[src/pkg/trc_consts.svh]
// Character codes, command codes and frame lengths of the command block
`ifndef TRC_CONSTS_SVH
`define TRC_CONSTS_SVH

`define TRC_CHAR_CR      8'h0D
`define TRC_CHAR_ZERO    8'h30
`define TRC_CHAR_ALPHA   8'h37
`define TRC_CMD_PROTECT  16'h3035
`define TRC_CMD_TEST     16'h3130
`define TRC_CMD_ACK      16'h3131
`define TRC_CMD_NACK     16'h3132
`define TRC_CMD_STOP     16'h3133
`define TRC_CMD_CAR_ON   16'h3134
`define TRC_CMD_CAR_OFF  16'h3135
`define TRC_LEN_DONE     6'h03
`define TRC_LEN_PROTECT  6'h0B
`define TRC_ECHO_START   6'h02
`define TRC_ECHO_LAST    6'h3E
`define TRC_RESP_DEPTH   64
`define TRC_FIFO_DEPTH   16
`define TRC_CHAR_WIDTH   8

`endif

[src/pkg/trc_pkg.sv]
// Types shared by the command block
`default_nettype none
package trc_pkg;

    typedef enum logic [2:0] {
        TRC_ST_CODE0,
        TRC_ST_CODE1,
        TRC_ST_BODY,
        TRC_ST_BUILD,
        TRC_ST_SEND_RD,
        TRC_ST_SEND_PUSH
    } trc_state_type;

    typedef enum logic [1:0] {
        TRC_RESP_DONE,
        TRC_RESP_PROTECT,
        TRC_RESP_ECHO
    } trc_resp_type;

endpackage : trc_pkg
`default_nettype wire

[src/trc_resp_mem.sv]
// Response store, one write port and a registered read port
`default_nettype none
module trc_resp_mem #(
    parameter int WIDTH = 8,
    parameter int DEPTH = 64,
    parameter int AW    = $clog2(DEPTH)
) (
    input  wire logic             clk,
    input  wire logic             ce,
    input  wire logic             wr_en,
    input  wire logic [AW-1:0]    wr_addr,
    input  wire logic [WIDTH-1:0] wr_data,
    input  wire logic [AW-1:0]    rd_addr,
    output logic      [WIDTH-1:0] rd_data
);

    logic [WIDTH-1:0] store [DEPTH];

    // Write and registered read, no reset on the array
    always_ff @(posedge clk) begin
        if (ce) begin
            if (wr_en) begin
                store[wr_addr] <= wr_data;
            end
            rd_data <= store[rd_addr];
        end
    end

endmodule : trc_resp_mem
`default_nettype wire

[src/trc_fifo.sv]
// Character FIFO between the interpreter and the host link
`default_nettype none
module trc_fifo #(
    parameter int WIDTH = 8,
    parameter int DEPTH = 16,
    parameter int AW    = $clog2(DEPTH)
) (
    input  wire logic             clk,
    input  wire logic             rst_b,
    input  wire logic             ce,
    input  wire logic             in_valid,
    output logic                  in_ready,
    input  wire logic [WIDTH-1:0] in_data,
    output logic                  out_valid,
    input  wire logic             out_ready,
    output logic      [WIDTH-1:0] out_data
);

    logic [WIDTH-1:0] slot [DEPTH];
    logic [AW-1:0]    wr_ptr;
    logic [AW-1:0]    rd_ptr;
    logic [AW:0]      count;
    logic [AW-1:0]    next_wr_ptr;
    logic [AW-1:0]    next_rd_ptr;
    logic [AW:0]      next_count;
    logic             push;
    logic             pop;

    assign in_ready  = (count != DEPTH[AW:0]);
    assign out_valid = (count != '0);
    assign out_data  = slot[rd_ptr];
    assign push      = in_valid & in_ready;
    assign pop       = out_valid & out_ready;

    // Pointer and fill level update
    always_comb begin
        next_wr_ptr = push ? AW'(wr_ptr + 1'b1) : wr_ptr;
        next_rd_ptr = pop ? AW'(rd_ptr + 1'b1) : rd_ptr;
        next_count  = count;
        if (push && !pop) begin
            next_count = (AW + 1)'(count + 1'b1);
        end else if (pop && !push) begin
            next_count = (AW + 1)'(count - 1'b1);
        end
    end

    // Register pointers
    always_ff @(posedge clk or negedge rst_b) begin
        if (!rst_b) begin
            wr_ptr <= '0;
            rd_ptr <= '0;
            count  <= '0;
        end else if (ce) begin
            wr_ptr <= next_wr_ptr;
            rd_ptr <= next_rd_ptr;
            count  <= next_count;
        end
    end

    // Storage array
    always_ff @(posedge clk) begin
        if (ce && push) begin
            slot[wr_ptr] <= in_data;
        end
    end

endmodule : trc_fifo
`default_nettype wire

[src/trc_cmd.sv]
// Control command interpreter of the tag reader host protocol
`include "trc_consts.svh"
`default_nettype none
module trc_cmd
    import trc_pkg::*;
#(
    parameter int CW     = `TRC_CHAR_WIDTH,
    parameter int DEPTH  = `TRC_RESP_DEPTH,
    parameter int FDEPTH = `TRC_FIFO_DEPTH
) (
    input  wire logic          clk,
    input  wire logic          rst_b,
    input  wire logic          ce,
    input  wire logic          rx_valid,
    output logic               rx_ready,
    input  wire logic [CW-1:0] rx_data,
    output logic               tx_valid,
    input  wire logic          tx_ready,
    output logic      [CW-1:0] tx_data,
    output logic               carrier_on,
    output logic               protect_req,
    output logic      [31:0]   protect_pages,
    input  wire logic          protect_done,
    input  wire logic [29:0]   protect_status,
    output logic               cmd_busy,
    output logic               abort_pulse,
    output logic               ack_pulse
);

    ////////////////////////////////////////////////////////////////////////
    // Helper functions

    // Nibble to upper-case hex character
    function automatic logic [7:0] hex_char(input logic [3:0] nib);
        logic [7:0] base;
        base = (nib < 4'hA) ? `TRC_CHAR_ZERO : `TRC_CHAR_ALPHA;
        return 8'(base + {4'h0, nib});
    endfunction : hex_char

    // Hex character to nibble, characters other than 0-9, A-F and a-f read as zero
    function automatic logic [3:0] hex_val(input logic [7:0] c);
        logic [3:0] v;
        v = 4'h0;
        if (c >= 8'h30 && c <= 8'h39) begin
            v = c[3:0];
        end else if ((c | 8'h20) >= 8'h61 && (c | 8'h20) <= 8'h66) begin
            v = 4'(c[3:0] + 4'h9);
        end
        return v;
    endfunction : hex_val

    ////////////////////////////////////////////////////////////////////////
    // State

    trc_state_type    state;
    trc_resp_type     kind;
    logic [15:0]      code;
    logic [5:0]       ptr;
    logic [5:0]       resp_len;
    logic             prot_busy;
    logic             prot_have;
    logic [29:0]      prot_bits;
    logic [31:0]      prot_arg;
    logic             car;
    logic             req_q;
    logic             abort_q;
    logic             ack_q;

    trc_state_type    next_state;
    trc_resp_type     next_kind;
    logic [15:0]      next_code;
    logic [5:0]       next_ptr;
    logic [5:0]       next_resp_len;
    logic             next_prot_busy;
    logic             next_prot_have;
    logic [29:0]      next_prot_bits;
    logic [31:0]      next_prot_arg;
    logic             next_car;
    logic             next_req_q;
    logic             next_abort_q;
    logic             next_ack_q;

    logic             mem_wr;
    logic [5:0]       mem_waddr;
    logic [7:0]       mem_wdata;
    logic [7:0]       mem_rdata;
    logic             fifo_ready;
    logic             fifo_push;
    logic             rx_take;
    logic [31:0]      bitmap;
    logic [7:0]       build_char;

    ////////////////////////////////////////////////////////////////////////
    // Response building

    assign bitmap = {prot_bits, 2'b00};
    // No take in TRC_ST_CODE0 while a protection result waits to be built
    assign rx_ready = (state == TRC_ST_CODE0 && !prot_have)
                    || (state == TRC_ST_CODE1) || (state == TRC_ST_BODY);
    assign rx_take  = rx_valid & rx_ready;
    assign fifo_push = (state == TRC_ST_SEND_PUSH);

    // Character of the response at the build index
    always_comb begin
        build_char = `TRC_CHAR_ZERO;
        if (ptr == 6'(resp_len - 1'b1)) begin
            build_char = `TRC_CHAR_CR;
        end else if (kind == TRC_RESP_PROTECT && ptr >= 6'h02) begin
            build_char = hex_char(4'(bitmap >> (5'(6'h09 - ptr) * 3'd4)));
        end
    end

    // Response store write port
    always_comb begin
        mem_wr    = 1'b0;
        mem_waddr = ptr;
        mem_wdata = rx_data;
        if (state == TRC_ST_BODY && rx_take && rx_data != `TRC_CHAR_CR
            && code == `TRC_CMD_TEST && ptr <= `TRC_ECHO_LAST) begin
            mem_wr = 1'b1;
        end else if (state == TRC_ST_BUILD) begin
            mem_wdata = build_char;
            mem_wr    = (kind != TRC_RESP_ECHO) || (ptr < 6'h02)
                      || (ptr == 6'(resp_len - 1'b1));
        end
    end

    ////////////////////////////////////////////////////////////////////////
    // Command sequencer

    // Next state of parser, executor and sender
    always_comb begin
        next_state     = state;
        next_kind      = kind;
        next_code      = code;
        next_ptr       = ptr;
        next_resp_len  = resp_len;
        next_prot_busy = prot_busy;
        next_prot_have = prot_have;
        next_prot_bits = prot_bits;
        next_prot_arg  = prot_arg;
        next_car       = car;
        next_req_q     = 1'b0;
        next_abort_q   = 1'b0;
        next_ack_q     = 1'b0;
        if (prot_busy && protect_done) begin
            next_prot_have = 1'b1;
            next_prot_bits = protect_status;
        end
        unique case (state)
            TRC_ST_CODE0: begin
                if (prot_have) begin
                    next_prot_have = 1'b0;
                    next_prot_busy = 1'b0;
                    next_kind      = TRC_RESP_PROTECT;
                    next_resp_len  = `TRC_LEN_PROTECT;
                    next_ptr       = 6'h00;
                    next_state     = TRC_ST_BUILD;
                end else if (rx_take && rx_data != `TRC_CHAR_CR) begin
                    next_code  = {rx_data, 8'h00};
                    next_state = TRC_ST_CODE1;
                end
            end
            TRC_ST_CODE1: begin
                if (rx_take) begin
                    next_code     = {code[15:8], rx_data};
                    next_ptr      = `TRC_ECHO_START;
                    next_state    = (rx_data == `TRC_CHAR_CR) ? TRC_ST_CODE0
                                                             : TRC_ST_BODY;
                end
            end
            TRC_ST_BODY: begin
                if (rx_take && rx_data != `TRC_CHAR_CR) begin
                    next_prot_arg = {prot_arg[27:0], hex_val(rx_data)};
                    if (code == `TRC_CMD_TEST && ptr <= `TRC_ECHO_LAST) begin
                        next_ptr = 6'(ptr + 1'b1);
                    end
                end else if (rx_take) begin
                    next_state    = TRC_ST_CODE0;
                    next_kind     = TRC_RESP_DONE;
                    next_resp_len = `TRC_LEN_DONE;
                    next_ptr      = 6'h00;
                    case (code)
                        `TRC_CMD_ACK: begin
                            next_ack_q    = 1'b1;
                            next_resp_len = resp_len;
                        end
                        `TRC_CMD_NACK: begin
                            next_resp_len = resp_len;
                            if (resp_len != 6'h00) begin
                                next_state = TRC_ST_SEND_RD;
                            end
                        end
                        `TRC_CMD_STOP: begin
                            next_prot_busy = 1'b0;
                            next_prot_have = 1'b0;
                            next_abort_q   = 1'b1;
                            next_state     = TRC_ST_BUILD;
                        end
                        `TRC_CMD_CAR_ON: begin
                            next_car   = 1'b1;
                            next_state = TRC_ST_BUILD;
                        end
                        `TRC_CMD_CAR_OFF: begin
                            next_car   = 1'b0;
                            next_state = TRC_ST_BUILD;
                        end
                        `TRC_CMD_TEST: begin
                            next_kind     = TRC_RESP_ECHO;
                            next_resp_len = 6'(ptr + 1'b1);
                            next_state    = TRC_ST_BUILD;
                        end
                        `TRC_CMD_PROTECT: begin
                            next_req_q     = ~prot_busy;
                            next_prot_busy = 1'b1;
                            next_resp_len  = resp_len;
                        end
                        default: begin
                            next_resp_len = resp_len;
                        end
                    endcase
                end
            end
            TRC_ST_BUILD: begin
                next_ptr = 6'(ptr + 1'b1);
                if (ptr == 6'(resp_len - 1'b1)) begin
                    next_ptr   = 6'h00;
                    next_state = TRC_ST_SEND_RD;
                end
            end
            TRC_ST_SEND_RD: begin
                next_state = TRC_ST_SEND_PUSH;
            end
            TRC_ST_SEND_PUSH: begin
                if (fifo_ready) begin
                    next_ptr   = 6'(ptr + 1'b1);
                    next_state = TRC_ST_SEND_RD;
                    if (ptr == 6'(resp_len - 1'b1)) begin
                        next_ptr   = 6'h00;
                        next_state = TRC_ST_CODE0;
                    end
                end
            end
        endcase
    end

    // Register sequencer state
    always_ff @(posedge clk or negedge rst_b) begin
        if (!rst_b) begin
            state     <= TRC_ST_CODE0;
            kind      <= TRC_RESP_DONE;
            code      <= 16'h0000;
            ptr       <= 6'h00;
            resp_len  <= 6'h00;
            prot_busy <= 1'b0;
            prot_have <= 1'b0;
            prot_bits <= 30'h0000_0000;
            prot_arg  <= 32'h0000_0000;
            car       <= 1'b0;
            req_q     <= 1'b0;
            abort_q   <= 1'b0;
            ack_q     <= 1'b0;
        end else if (ce) begin
            state     <= next_state;
            kind      <= next_kind;
            code      <= next_code;
            ptr       <= next_ptr;
            resp_len  <= next_resp_len;
            prot_busy <= next_prot_busy;
            prot_have <= next_prot_have;
            prot_bits <= next_prot_bits;
            prot_arg  <= next_prot_arg;
            car       <= next_car;
            req_q     <= next_req_q;
            abort_q   <= next_abort_q;
            ack_q     <= next_ack_q;
        end
    end

    assign carrier_on    = car;
    assign protect_req   = req_q;
    assign protect_pages = prot_arg;
    assign cmd_busy      = prot_busy;
    assign abort_pulse   = abort_q;
    assign ack_pulse     = ack_q;

    ////////////////////////////////////////////////////////////////////////
    // Response store and output FIFO

    trc_resp_mem #(
        .WIDTH (CW),
        .DEPTH (DEPTH),
        .AW    (6)
    ) u_mem (
        .clk     (clk),
        .ce      (ce),
        .wr_en   (mem_wr),
        .wr_addr (mem_waddr),
        .wr_data (mem_wdata),
        .rd_addr (ptr),
        .rd_data (mem_rdata)
    );

    trc_fifo #(
        .WIDTH (CW),
        .DEPTH (FDEPTH)
    ) u_fifo (
        .clk       (clk),
        .rst_b     (rst_b),
        .ce        (ce),
        .in_valid  (fifo_push),
        .in_ready  (fifo_ready),
        .in_data   (mem_rdata),
        .out_valid (tx_valid),
        .out_ready (tx_ready),
        .out_data  (tx_data)
    );

endmodule : trc_cmd
`default_nettype wire

[config.mk]
export PLATFORM = sky130hd
export DESIGN_NAME = trc_cmd
export DESIGN_NICKNAME = d
export VERILOG_FILES = /design/src/pkg/trc_pkg.sv /design/src/trc_resp_mem.sv /design/src/trc_fifo.sv /design/src/trc_cmd.sv
export VERILOG_INCLUDE_DIRS = /design/src /design/src/pkg
export SDC_FILE = /design/constraint.sdc
export NUM_CORES = 1
export LEC_CHECK = 0
export BUFFER_PORTS_ARGS = -buffer_cell sky130_fd_sc_hd__buf_2
export CAP_MARGIN = 20
export CORE_UTILIZATION = 56
export DETAILED_ROUTE_END_ITERATION = 16
export GPL_ROUTABILITY_DRIVEN = 0
export GPL_TIMING_DRIVEN = 0
export MAX_ROUTING_LAYER = met4
export PLACE_DENSITY = 0.73
export SETUP_SLACK_MARGIN = 0.02
export SYNTH_ARGS = -nofsm -noshare
export SYNTH_HDL_FRONTEND = slang
export SYNTH_SLANG_ARGS = --single-unit
[constraint.sdc]
create_clock -name clk -period 6.65 [get_ports clk]
set_input_delay 1.33 -clock clk [delete_from_list [all_inputs] [get_ports clk]]
set_output_delay 1.33 -clock clk [all_outputs]
set_load 0.02 [all_outputs]
==> impl_metrics.env <==
export IMPL_power_density_mw_per_mm2=398
export IMPL_required_ns=7.10
export IMPL_grt_use_total_pct=27.8
export IMPL_cp_cell_sequence="buf_2 > inv_2 > buf_2 > buf_1 > ha_1 > buf_2 > mux4_2 > mux2i_4 > a21oi_1 > ha_1 > fa_1 > xnor2_1 > nor3b_1 > a31oi_1 > a21oi_4 > buf_12"
export IMPL_ys_ff_latch=762
export IMPL_cp_max_fo=39
export IMPL_drt_initial_drc_count=2089
export IMPL_syn_nets=1736
export IMPL_ys_types=78
export IMPL_finClkSkew_ns=0.0192
export IMPL_leakage_nw=12.5
export IMPL_rows=86
export IMPL_post_cts_setup_buffers=0
export IMPL_numCtsBuffers=76
export IMPL_antenna_found_initial=2
export IMPL_ys_top_cells_by_count="edfxtp_1, mux4_2, dfrtp_1"
export IMPL_insertion_delay_ns=0.62
export IMPL_post_route_util_pct=64.6
export IMPL_status="finished, final reports clean"
export IMPL_drv_cap=0
export IMPL_portBuffers=88
export IMPL_worst_pin_slew_ns=1.11
export IMPL_clock_sinks=762
export IMPL_yosys_top_cells_area="edfxtp_1, mux4_2, dfrtp_1"
export IMPL_drt_drc_violations_left=0
export IMPL_cpMostUsedCell="buf_2"
export IMPL_synth_top_area_share_pct=62.0
export IMPL_dpl_cell_area_mm2=0.0334
export IMPL_ys_flop_type="edfxtp_1"
export IMPL_seq_area_frac_synth_pct=71.1
export IMPL_synth_avg_cell_area_um2=18.8
export IMPL_fin_crit_sh_pct=93.1
export IMPL_dp_hpwl_um=49800
export IMPL_ctsResizeCount=0
export IMPL_finalWirelength_um=74400
export IMPL_endpoint_kind="flop"
export IMPL_cts_max_path_buffers=3
export IMPL_slew_viol_final=0
export IMPL_vias=17100
export IMPL_syn_area_mm2=0.0314
export IMPL_yosysMostFrequentCell="edfxtp_1"
export IMPL_synth_edf_count=648
export IMPL_grt_pass1_vias=17400
export IMPL_drive_above_1_share_pct=30.9
export IMPL_fin_nets=1954
export IMPL_rsz0062_at_grt="no"
export IMPL_min_path_type="flop to flop"
export IMPL_yosysWarningCount=0
export IMPL_synthCells=1669
export IMPL_die_w_um=239
export IMPL_ctsHoldBuffers=0
export IMPL_postRouteAntennaNets=0
export IMPL_die_h_um=239
export IMPL_hold_viol=0
export IMPL_initial_core_util_pct=56.8
export IMPL_wl_per_cell_um=27.6
export IMPL_critical_path_arrival_ns=6.64
export IMPL_cp_slowest_stage_delay_ns=0.84
export IMPL_stdcell_area_mm2=0.0357
export IMPL_critPathKind="flop to flop"
export IMPL_cts_max_level=3
export IMPL_max_vdd_ir_drop_mv=0.329
export IMPL_slew_headroom_pct=25.7
export IMPL_core_area_mm2=0.0552
export IMPL_async_reset_ff_share_pct=15.0
export IMPL_fin_crit_ns=6.19
export IMPL_fmax_mhz=161
export IMPL_grt_pass1_wl_um=111000
export IMPL_area_growth_synth_to_final_pct=13.7
export IMPL_grt_max_degree=66
export IMPL_yosys_area_top_type="edfxtp_1"
export IMPL_via_per_inst=6.36
export IMPL_n_fill_cell=3674
export IMPL_cts_tree="yes"
export IMPL_root_buffer="clkbuf_16"
export IMPL_die_area_mm2=0.0570
export IMPL_io_pins=91
export IMPL_overflow=0
export IMPL_crit_slowest_cell="buf_1"
export IMPL_dr_pass1_iters=5
export IMPL_cts_reportedPaths_clkPinSlew_ns=0.06
export IMPL_cp_start_kind="flop"
export IMPL_finalSetupViolations=0
-- report_power, final --
part           switching [mW]  internal (mW)  leakage, nW
combinational            2.42           1.53         3.96
sequential              0.245           5.96         7.37
clock                    1.78           2.28         1.13
total                    4.45           9.77         12.5
-- cell type report --
class                   instances  area (µm²)  share of cell area [%]
clock inverters                37         280                   0.786
clock buffers                  96        2030                    5.69
diodes                          2        5.00                  0.0140
well taps                     748         936                    2.62
multi-input cells             791        8560                    24.0
repair buffers                140         951                    2.67
inverters                      21        78.8                   0.221
plain buffers                  95         523                    1.47
flip-flops and latches        762       22300                    62.5
-- placed cells by master (no fill, tap or decap), types with 42 or more instances in the layout --
master / netlist / layout
buf_2: 31 / 145
clkbuf_1: 32 / 48
clkbuf_16: 0 / 77
dfrtp_1: 114 / 114
edfxtp_1: 648 / 648
mux2_2: 62 / 62
mux2i_1: 42 / 42
mux4_2: 181 / 181
nand2_1: 94 / 94
nor2_1: 43 / 43
nor3_1: 52 / 47
-- metrics by stage --
step	hold slack, ns	cells	setup slack, ns	total power, mW	setup TNS, ns
after floorplan	0.441	1669	0.637	8.72	0
after global routing	0.496	2692	0.190	14.7	0
after CTS	0.477	2689	0.505	14.2	0
after detailed placement	0.466	2556	0.539	10.2	0
final	0.479	2692	0.456	14.2	0
after global placement	0.461	2505	-2.83	9.97	-806.04
-- per-layer routing --
layer / vias up / wire length [µm] / global-route usage, % / part of all wire, %
li1: 7163 / - / - / -
met1: 8874 / 29500 / 37.3 / 40
met2: 939 / 36400 / 43.5 / 49
met3: 153 / 6480 / 5.62 / 8.7
met4: 0 / 2020 / 8.29 / 2.7
met5: - / 0 / - / 0
-- registers in the layout (all words and copies together), names as in the netlist, 2 cells and up --
signal         cells
u_mem.rd_data      8
u_fifo.rd_ptr      4
state              3
u_fifo.count       5
protect_pages     32
kind               2
prot_bits         30
mem_waddr          6
u_mem.store      512
u_fifo.slot      128
u_fifo.wr_ptr      4
resp_len           6
code              16
-- critical path, delay by kind of cell, from the launching register on --
family	cells	cell delay, ns
and+or+nand+nor	1	0.22
adders and majority gates	3	1.19
muxes	2	0.62
DFF	1	0.40
buffers and inverters	6	2.34
xor gates and xnor gates	1	0.16
AOI/OAI and AO/OA	3	1.02
-- final timing paths --
check	from	to	slack, ns	cells past startpoint
worst max-delay path	mem_waddr[2]	u_mem.store[34][2]	0.46	16
worst min-delay path	code[4]	code[4]	0.48	2
worst max register to register	mem_waddr[2]	u_mem.store[34][2]	0.46	16
worst min register to register	code[4]	code[4]	0.48	2
max in group asynchronous	rst_b	u_fifo.wr_ptr[2]	5.07	2
min in group asynchronous	rst_b	protect_pages[20]	0.83	1
-- cells by family after synthesis --
| family | count (synthesis) | synth area share [%] |
|---|---|---|
| compound gates | 148 | 3.20 |
| xor+xnor | 22 | 0.614 |
| fa+ha+maj | 24 | 0.997 |
| buf+inv | 116 | 1.92 |
| flops | 762 | 71.1 |
| mux | 289 | 16.8 |
| simple gates | 308 | 5.37 |
Note: power is estimated with default switching activity, not from simulation.
